--- src/afe_regbank_map.vh ---
// Offsets, field positions, reset values and framing constants of the front-end register bank
// How it works
// - Checksum field 00 disables CRC, 10 enables 8-bit CRC on reads and writes
// - Kill bit 9 set turns off every excitation and compensation current
// - Clock source field 00 selects internal clock, 10 selects converter clock
// - Bits 15..12 enable negative-input open-wire sink and source currents
// - Bits 11..8 enable positive-input open-wire sink and source currents
// - Bias field 01 enables 50 uA bias, 10 or 11 disable, resets 10
// - Bit 3 switches the field power supply, reset value 0
// - Bit 2 selects external sense resistor when 1, internal when 0
// - Bit 1 selects current input mode when 1, resets to current mode
// - Second control resets to 0x0082, first control and clock config to 0
// - Checksum mismatch on a register write sets the checksum error flag
`ifndef AFE_REGBANK_MAP_VH
`define AFE_REGBANK_MAP_VH

// Register addresses
`define AFE_ADDR_CTRL_ONE   6'h01
`define AFE_ADDR_CLK_CFG    6'h03
`define AFE_ADDR_CTRL_TWO   6'h04

// Writable bit masks
`define AFE_MASK_CTRL_ONE   16'h6200
`define AFE_MASK_CLK_CFG    16'h0018
`define AFE_MASK_CTRL_TWO   16'hffce

// Reset values
`define AFE_RST_CTRL_ONE    16'h0000
`define AFE_RST_CLK_CFG     16'h0000
`define AFE_RST_CTRL_TWO    16'h0082

// Field positions
`define AFE_CRC_EN_HI       14
`define AFE_CRC_EN_LO       13
`define AFE_RTD_KILL_BIT    9
`define AFE_CLK_SRC_HI      4
`define AFE_CLK_SRC_LO      3
`define AFE_BIAS_HI         7
`define AFE_BIAS_LO         6
`define AFE_FIELD_PWR_BIT   3
`define AFE_SENSE_RES_BIT   2
`define AFE_CURRENT_INPUT_SELECT_BIT       1

// Field codes
`define AFE_CRC_ON_CODE     2'b10
`define AFE_CLK_EXT_CODE    2'b10
`define AFE_BIAS_ON_CODE    2'b01

// Frame layout: 8-bit command, 16-bit data, optional 8-bit checksum
`define AFE_CMD_BITS        6'd8
`define AFE_DATA_END        6'd24
`define AFE_CRC_END         6'd32
`define AFE_CMD_READ_BIT    6
`define AFE_CRC_POLY        8'h07

`endif

--- src/afe_regbank.v ---
// Serial-port register bank holding the front-end control and clock configuration
`timescale 1ns/1ns
`include "afe_regbank_map.vh"

module afe_regbank (
  // Clock and reset
  input  wire        mclk,
  input  wire        rstn,
  // Serial port pins
  input  wire        sclk,
  input  wire        cs_n,
  input  wire        mosi,
  output wire        miso_o,
  output wire        miso_oe,
  // Status flag handling
  input  wire        checksum_error_clear,
  output reg         checksum_error_flag,
  // Checksum and clock mode
  output wire        crc_active,
  output reg         ext_clock_select,
  // Resistive-sensor currents
  output reg         rtd_current_kill,
  output reg         rtd_currents_on,
  // Open-wire detection currents, negative input
  output wire        neg_input_sink_large,
  output wire        neg_input_sink_small,
  output wire        neg_input_source_large,
  output wire        neg_input_source_small,
  // Open-wire detection currents, positive input
  output wire        pos_input_sink_large,
  output wire        pos_input_sink_small,
  output wire        pos_input_source_large,
  output wire        pos_input_source_small,
  // Analog configuration
  output wire [1:0]  common_mode_bias_field,
  output reg         bias_on,
  output wire        field_supply_enable,
  output wire        sense_resistor_select,
  output wire        current_input_select
);

  localparam [4:0] ST_IDLE = 5'b00001;
  localparam [4:0] ST_CMD  = 5'b00010;
  localparam [4:0] ST_DATA = 5'b00100;
  localparam [4:0] ST_CRC  = 5'b01000;
  localparam [4:0] ST_DONE = 5'b10000;

  // One serial CRC step, polynomial x^8+x^2+x+1
  function [7:0] crc_bit;
    input [7:0] crc;
    input       din;
    reg         fb;
    begin
      fb      = crc[7] ^ din;
      crc_bit = {crc[6:0], 1'b0} ^ (fb ? `AFE_CRC_POLY : 8'h00);
    end
  endfunction

  // Pin synchronisers; stage one feeds only stage two
  reg [2:0]  sclk_sync_reg;
  reg [1:0]  cs_sync_reg;
  reg [1:0]  mosi_sync_reg;

  // Register contents
  reg [15:0] ctrl_one_reg;
  reg [15:0] clk_cfg_reg;
  reg [15:0] ctrl_two_reg;

  // Frame state
  reg [4:0]  state_reg;
  reg [5:0]  bit_cnt_reg;
  reg [7:0]  cmd_reg;
  reg [15:0] rx_reg;
  reg [23:0] tx_reg;
  reg        miso_reg;
  reg [7:0]  crc_reg;
  reg [7:0]  crc_exp_reg;

  wire       sclk_rise  = sclk_sync_reg[1] & ~sclk_sync_reg[2];
  wire       sclk_fall  = ~sclk_sync_reg[1] & sclk_sync_reg[2];
  wire       cs_active  = ~cs_sync_reg[1];
  wire       mosi_s     = mosi_sync_reg[1];
  wire       is_read    = cmd_reg[`AFE_CMD_READ_BIT];
  wire [5:0] addr       = cmd_reg[5:0];
  wire [5:0] cnt_inc    = bit_cnt_reg + 6'd1;
  wire       line_bit   = (state_reg == ST_CMD || !is_read) ? mosi_s : miso_reg;
  wire [7:0] crc_next   = crc_bit(crc_reg, line_bit);
  wire [15:0] wr_data   = {rx_reg[14:0], mosi_s};

  // Checksum mode decode
  // CRC on only for 10
  assign crc_active = (ctrl_one_reg[`AFE_CRC_EN_HI:`AFE_CRC_EN_LO] == `AFE_CRC_ON_CODE);

  // One-hot register select; unmapped addresses select nothing
  function [2:0] reg_select;
    input [5:0] a;
    begin
      case (a)
        `AFE_ADDR_CTRL_ONE: reg_select = 3'b001;
        `AFE_ADDR_CLK_CFG:  reg_select = 3'b010;
        `AFE_ADDR_CTRL_TWO: reg_select = 3'b100;
        default:            reg_select = 3'b000;
      endcase
    end
  endfunction

  // Write commit: end of data without CRC, or end of CRC with a match
  wire       at_data_end = sclk_rise && state_reg == ST_DATA && cnt_inc == `AFE_DATA_END;
  wire       at_crc_end  = sclk_rise && state_reg == ST_CRC && cnt_inc == `AFE_CRC_END;
  wire       crc_match   = ({rx_reg[6:0], mosi_s} == crc_exp_reg);
  wire       wr_commit   = !is_read && ((at_data_end && !crc_active) ||
                                        (at_crc_end && crc_match));
  // A failed checksum drops the write and only raises the flag
  wire       crc_fail    = !is_read && at_crc_end && !crc_match;
  wire [2:0] wr_sel      = reg_select(addr);
  reg [15:0] commit_data_reg;
  wire [15:0] commit_data = crc_active ? commit_data_reg : wr_data;

  // Reset levels match the idle pins, so no false edge follows reset
  always @(posedge mclk or negedge rstn) begin
    if (!rstn) begin
      sclk_sync_reg <= 3'b111;
      cs_sync_reg   <= 2'b11;
      mosi_sync_reg <= 2'b00;
    end else begin
      sclk_sync_reg <= {sclk_sync_reg[1:0], sclk};
      cs_sync_reg   <= {cs_sync_reg[0], cs_n};
      mosi_sync_reg <= {mosi_sync_reg[0], mosi};
    end
  end

  // Frame sequencer
  always @(posedge mclk or negedge rstn) begin
    if (!rstn) begin
      state_reg       <= ST_IDLE;
      bit_cnt_reg     <= 6'd0;
      cmd_reg         <= 8'h00;
      rx_reg          <= 16'h0000;
      tx_reg          <= 24'h000000;
      miso_reg        <= 1'b0;
      crc_reg         <= 8'h00;
      crc_exp_reg     <= 8'h00;
      commit_data_reg <= 16'h0000;
    end else if (!cs_active) begin
      // Chip select rising mid-frame abandons it with no write
      state_reg   <= ST_IDLE;
      bit_cnt_reg <= 6'd0;
      crc_reg     <= 8'h00;
      miso_reg    <= 1'b0;
    end else begin
      case (state_reg)
        ST_IDLE: begin
          state_reg   <= ST_CMD;
          bit_cnt_reg <= 6'd0;
          crc_reg     <= 8'h00;
        end
        ST_CMD: begin
          if (sclk_rise) begin
            bit_cnt_reg <= cnt_inc;
            crc_reg     <= crc_next;
            if (cnt_inc == `AFE_CMD_BITS) begin
              cmd_reg   <= {cmd_reg[6:0], mosi_s};
              state_reg <= ST_DATA;
            end else begin
              cmd_reg <= {cmd_reg[6:0], mosi_s};
            end
          end
        end
        ST_DATA: begin
          if (sclk_rise) begin
            bit_cnt_reg <= cnt_inc;
            crc_reg     <= crc_next;
            rx_reg      <= wr_data;
            if (cnt_inc == `AFE_DATA_END) begin
              crc_exp_reg     <= crc_next;
              commit_data_reg <= wr_data;
              tx_reg          <= {crc_next, 16'h0000};
              // Mode sampled here: the write that enables checksums is unchecked
              state_reg       <= crc_active ? ST_CRC : ST_DONE;
            end
          end else if (sclk_fall && is_read) begin
            miso_reg <= tx_reg[23];
            tx_reg   <= {tx_reg[22:0], 1'b0};
          end
        end
        ST_CRC: begin
          if (sclk_rise) begin
            bit_cnt_reg <= cnt_inc;
            rx_reg      <= wr_data;
            if (cnt_inc == `AFE_CRC_END) begin
              state_reg <= ST_DONE;
            end
          end else if (sclk_fall && is_read) begin
            miso_reg <= tx_reg[23];
            tx_reg   <= {tx_reg[22:0], 1'b0};
          end
        end
        ST_DONE: begin
          // Extra bits are ignored until chip select rises
          miso_reg <= 1'b0;
        end
        default: begin
          state_reg <= ST_IDLE;
        end
      endcase
      // Read data is loaded once the command byte is complete
      if (state_reg == ST_CMD && sclk_rise && cnt_inc == `AFE_CMD_BITS) begin
        tx_reg <= {rd_data_next(cmd_reg, mosi_s), 8'h00};
      end
    end
  end

  // Read data for the address formed by the last command bit
  function [15:0] rd_data_next;
    input [7:0] cmd;
    input       last;
    reg   [2:0] sel;
    begin
      sel          = reg_select({cmd[4:0], last});
      rd_data_next = ({16{sel[0]}} & ctrl_one_reg) |
                     ({16{sel[1]}} & clk_cfg_reg) |
                     ({16{sel[2]}} & ctrl_two_reg);
    end
  endfunction

  // Data line is driven only in the data and checksum phases of a read
  assign miso_o  = miso_reg;
  assign miso_oe = cs_active && is_read &&
                   (state_reg == ST_DATA || state_reg == ST_CRC);

  // Register file
  always @(posedge mclk or negedge rstn) begin
    if (!rstn) begin
      ctrl_one_reg <= `AFE_RST_CTRL_ONE;
      clk_cfg_reg  <= `AFE_RST_CLK_CFG;
      ctrl_two_reg <= `AFE_RST_CTRL_TWO;
    end else if (wr_commit) begin
      if (wr_sel[0]) begin
        ctrl_one_reg <= commit_data & `AFE_MASK_CTRL_ONE;
      end
      if (wr_sel[1]) begin
        clk_cfg_reg <= commit_data & `AFE_MASK_CLK_CFG;
      end
      if (wr_sel[2]) begin
        ctrl_two_reg <= commit_data & `AFE_MASK_CTRL_TWO;
      end
    end
  end

  // Checksum error flag, set wins over clear
  always @(posedge mclk or negedge rstn) begin
    if (!rstn) begin
      checksum_error_flag <= 1'b0;
    end else if (crc_fail) begin
      checksum_error_flag <= 1'b1;
    end else if (checksum_error_clear) begin
      checksum_error_flag <= 1'b0;
    end
  end

  // Decoded control outputs
  always @(posedge mclk or negedge rstn) begin
    if (!rstn) begin
      rtd_current_kill <= 1'b0;
      rtd_currents_on  <= 1'b1;
      ext_clock_select <= 1'b0;
      bias_on          <= 1'b0;
    end else begin
      rtd_current_kill <= ctrl_one_reg[`AFE_RTD_KILL_BIT];
      rtd_currents_on  <= ~ctrl_one_reg[`AFE_RTD_KILL_BIT];
      // Reserved field codes are stored as written and decode as not selected
      // Converter clock on 10
      ext_clock_select <= (clk_cfg_reg[`AFE_CLK_SRC_HI:`AFE_CLK_SRC_LO] == `AFE_CLK_EXT_CODE);
      bias_on          <= (ctrl_two_reg[`AFE_BIAS_HI:`AFE_BIAS_LO] == `AFE_BIAS_ON_CODE);
    end
  end

  assign neg_input_sink_large   = ctrl_two_reg[15];
  assign neg_input_sink_small   = ctrl_two_reg[14];
  assign neg_input_source_large = ctrl_two_reg[13];
  assign neg_input_source_small = ctrl_two_reg[12];
  assign pos_input_sink_large   = ctrl_two_reg[11];
  assign pos_input_sink_small   = ctrl_two_reg[10];
  assign pos_input_source_large = ctrl_two_reg[9];
  assign pos_input_source_small = ctrl_two_reg[8];

  assign common_mode_bias_field = ctrl_two_reg[`AFE_BIAS_HI:`AFE_BIAS_LO];
  assign field_supply_enable    = ctrl_two_reg[`AFE_FIELD_PWR_BIT];
  assign sense_resistor_select  = ctrl_two_reg[`AFE_SENSE_RES_BIT];
  assign current_input_select   = ctrl_two_reg[`AFE_CURRENT_INPUT_SELECT_BIT];

endmodule

--- config.mk ---
export PLATFORM = sky130hd
export DESIGN_NAME = afe_regbank
export DESIGN_NICKNAME = d
export VERILOG_FILES = /design/src/afe_regbank.v
export VERILOG_INCLUDE_DIRS = /design/src
export SDC_FILE = /design/constraint.sdc
export NUM_CORES = 1
export LEC_CHECK = 0
export BUFFER_PORTS_ARGS = -buffer_cell sky130_fd_sc_hd__buf_2
export CAP_MARGIN = 30
export CORE_MARGIN = 8
export CORE_UTILIZATION = 50
export DETAILED_ROUTE_END_ITERATION = 6
export PLACE_DENSITY = 0.75
export SYNTH_ARGS = -nofsm -noshare
export SYNTH_HDL_FRONTEND = slang
export SYNTH_SLANG_ARGS = --single-unit
--- constraint.sdc ---
create_clock -name mclk -period 7.6 [get_ports mclk]
set_input_delay 1.52 -clock mclk [delete_from_list [all_inputs] [get_ports mclk]]
set_output_delay 1.52 -clock mclk [all_outputs]
set_load 0.005 [all_outputs]
Word level (Yosys, flattened, before mapping):

Cells that the tools add are included.

* register bits: 120
* input port bits: 6
* output and inout port bits: 21
* logic and storage cells: 138

* add/sub/neg operators: 1
* equality and inequality tests: 31
* mux-type cells: 34
* bitwise gates (word level): 13
* reductions and logical operators: 39

Operators with widths (count)
* $mux W24: 5
* $pmux W24 S2: 1
* $mux W5: 8
* $or A16 B16 Y16: 2
* $pmux W5 S5: 1
* $ne A3 B3 Y1 const B: 7
* $pmux W3 S3: 2
* $and A16 B15 Y16: 1
* $and A16 B16 Y16: 1
* $and A16 B5 Y16: 1
* $mux W16: 1
* $mux W8: 2
* $pmux W8 S2: 1
* $logic_and A1 B1 Y1: 14
* $eq A6 B1 Y1 const B: 2
* $eq A6 B2 Y1 const B: 2
* $eq A6 B3 Y1 const B: 2
* $mux W6: 2
* $pmux W6 S2: 1
* $reduce_bool A3 Y1: 4
* $reduce_and A2 Y1: 5
* $mux W3: 3
* $ne A3 B1 Y1 const B: 3
* $reduce_and A3 Y1: 3
* other kinds (28): 44

Depth between registers and ports, before layout:

* depth after elaboration: 10
* gate-level depth with buffers: 9
* depth with buffers taken out: 7

Least setup slack after synthesis:

No wires, ideal clock.

* path type: register -> output
* start point: reg state_reg[1]
* end point: out miso_oe
* data arrival time: 1.435 ns
* required time: 6.080 ns
* path slack: 4.645 ns
* cell stages (with the launch flop): 5
* buffers on the path: 1
* path through: dfrtp_1 buf_2 or3_1 or3_1 nor2_1

* cells in the longest elaborated chain, start to end: 3
* elaborated cells between the ends (all ways): 4
* classes of those cells: eq/ne (2); reduce/logical (2)

Ends and longest elaborated chain
* from (decl): line afe_regbank.v:70 `reg [4:0] state_reg;`
* from (signal assigned): line afe_regbank.v:179 `state_reg <= crc_active ? ST_CRC : ST_DONE;`
* $eq A5 B3 Y1 / $eq A5 B4 Y1 (equally long branches): line afe_regbank.v:229 `(state_reg == ST_DATA || state_reg == ST_CRC);`
* $logic_or A1 B1 Y1 (*): line afe_regbank.v:229
* $logic_and A1 B1 Y1 (*): line afe_regbank.v:228 `assign miso_oe = cs_active && is_read &&`
* to (decl): line afe_regbank.v:14 `output wire miso_oe,`

Mark *: on every way between the ends. The rest lies on a longest branch, timed or not.

Final worst setup path:

Same ends and word-level chain as after synthesis.

==> reports/results.ini <==
[run_status]
outcome=finished, final reports clean

[sta]
slew_viol_final=0
tns_ns=0
period_share_pct=48.3
whs_ns=0.350
final-hold-violation-count=0
slew_headroom_pct=25.1
grt_setup_unrepaired=no
setup_violations=0
tightest_slew_ns=1.12
period_minus_slack_ns=3.67
fmax_mhz=272
skew_ns=0.00822

[power_and_ir_drop]
p_leak_uw=0.00310
clockPowerShare_pct=50.0
p_per_area_nw_per_um2=262
p_comb_share_pct=9.2
seqPwrFrac_pct=40.8
total_power_uw=1710
internal_power_uw=1300
ir_drop_uv=158
p_sw_uw=410
power.share.switching_pct=24.0

[route]
wirelength_um=12500
wl_per_cell_um=18.4
drc_errors=0
dr.first_iter.drc_count=285
vias=3967
wl_met1_um=5540
wl_met3_um=632
met2_length_um=6030
avgViaCountPerCell=5.87
dr.max_layer_used=met4
first_pass_iters=4
ant_nets=0

[setup_path]
required_ns=6.08
critical_path.max_stage_delay_ns=0.47
arrival_ns=2.15
crit_fanout=10
worstSetupPathType=reg -> out
crit_top_cell=or3_1
cp-end-kind=output pin
slowest_stage=or3_1
startpoint_type=register
cp_cell_sequence=or3_1, or3_1, nor2_1, buf_2
r2r_cells=6

[floorplan]
core-area_um2=10900
dieArea_um2=14900
die_y_um=122
fp-row-count=38
start_util_pct=51.7
dieWidth_um=122
ioPinCount=27

[cts]
cts_inserted_buffers=17
cts_resized=0
clock-sinks=118
hold_buffers=0
cts_setup_buffers=0
clockBufferDepth=2
h-tree-depth=4
cts_tree=done
clk_pin_slew_ns=0.06
root_buffer=clkbuf_8
insertion_delay_ns=0.52

[synth]
syn_inst=498
yosysSeqAreaShare_pct=52.7
synth_flop_cell=dfrtp_1
synth_edf_count=0
yosysUniqueCellTypes=58
synth_seq_cells=118
ys_async_sr_fraction_pct=100
syn_avg_cell_area_um2=11.3
synth_nets=506
yosysWarnings=0
netlist_area_um2=5630

[worst_hold_path]
hold_path_class=reg -> reg
hold_path_depth=0

[placed_design]
dp.final_hpwl_um=8340
dp.cells=643
port_buffers=26
gp_congestion=0.872

[final_layout]
layout_commonest_cell=dfrtp_1
largest_reg_flops=24
final_nets=531
final_util_pct=59.8
area_growth_pct=15.7
layoutNonFillerInstCount=676
mostFrequentLayoutCells=dfrtp_1, nand2_1, mux2_2, nor2_1, a22o_1
drive_gt1_share_pct=25.7
diodes=0

[grt]
grt_usage_pct=17.9
grt.overflow.total=0
grt_max_degree=69
grt_pass1_vias=4035
grt_antenna_before_repair=0
grt_pass1_wl_um=20800

[flow_run]
cap_violations=0

area by class of cell:
type / instances / area [um^2]
Inverter: 9 / 33.8
Fill cell: 831 / 4380
Multi-Input combinational cell: 343 / 2480
Tap cell: 140 / 175
Timing Repair Buffer: 34 / 213
Sequential cell: 118 / 2960
Clock buffer: 20 / 435
Clock inverter: 12 / 201
power by group through the flow:
stage               logic (uW)  clock network (uW)  registers [uW]
detailed placement         155                   0             706
global route               178                 892             702
finish                     157                 853             697
floorplan                  132                   0             687
CTS                        157                 861             696
global placement           146                   0             703
through the flow:
step / area (um^2) / setup slack [ns]
final: 6510 / 3.93
after global routing: 6510 / 3.87
after global placement: 5840 / 4.52
after detailed placement: 5860 / 4.49
after CTS: 6500 / 3.94
after floorplan: 5630 / 4.65
critical path: cells and delay by family, from the launching register on:
family	cells	cell delay (ns)
and+or+nand+nor	3	1.04
DFF	1	0.46
buffers and inverters	1	0.13
path summary, 6_finish.rpt:
check,from,to,slack [ns]
max,state_reg[1],miso_oe,3.93
min,mosi_sync_reg[0],mosi_sync_reg[1],0.35
max reg2reg,sclk_sync_reg[1],tx_reg[3],4.62
min reg2reg,mosi_sync_reg[0],mosi_sync_reg[1],0.35
max in group asynchronous,rstn,ctrl_two_reg[7],5.63
min in group asynchronous,rstn,cmd_reg[2],0.91
layer usage:
layer  track usage (%)  vias up
met4              7.08        0
met5                 0        -
li1                  -     1836
met3              5.09       26
met2              28.5      128
met1              22.7     1977
Yosys cell counts (all sizes together) (3+ instances only):
master  number  share of area (%)
a22o        28                4.4
nor4         7                1.3
o211ai       3               0.40
clkbuf      16                1.1
or3          3               0.33
or2          4               0.44
and2         3               0.33
buf         12                1.6
nor3         7               0.80
a31oi       13                1.4
o21ai       22                2.0
nor2b        3               0.33
nand2b       5               0.69
nand2       68                4.5
a21oi       15                1.3
dfstp        9                4.2
xnor2        3               0.47
a211oi       5               0.67
nand3        5               0.44
dfrtp      109                 48
nor2        33                2.3
inv          9               0.60
mux2i       14                2.5
xor2        11                1.7
mux2        59                 12
cell families after synthesis:
kind of cell	synth area share, %
adders and majority gates	0.445
buffers and inverters	3.29
muxes	14.3
AOI/OAI and AO/OA	12.6
xor gates and xnor gates	2.98
DFF	52.7
and+or+nand+nor	13.7
(Power assumes the default switching activity.)
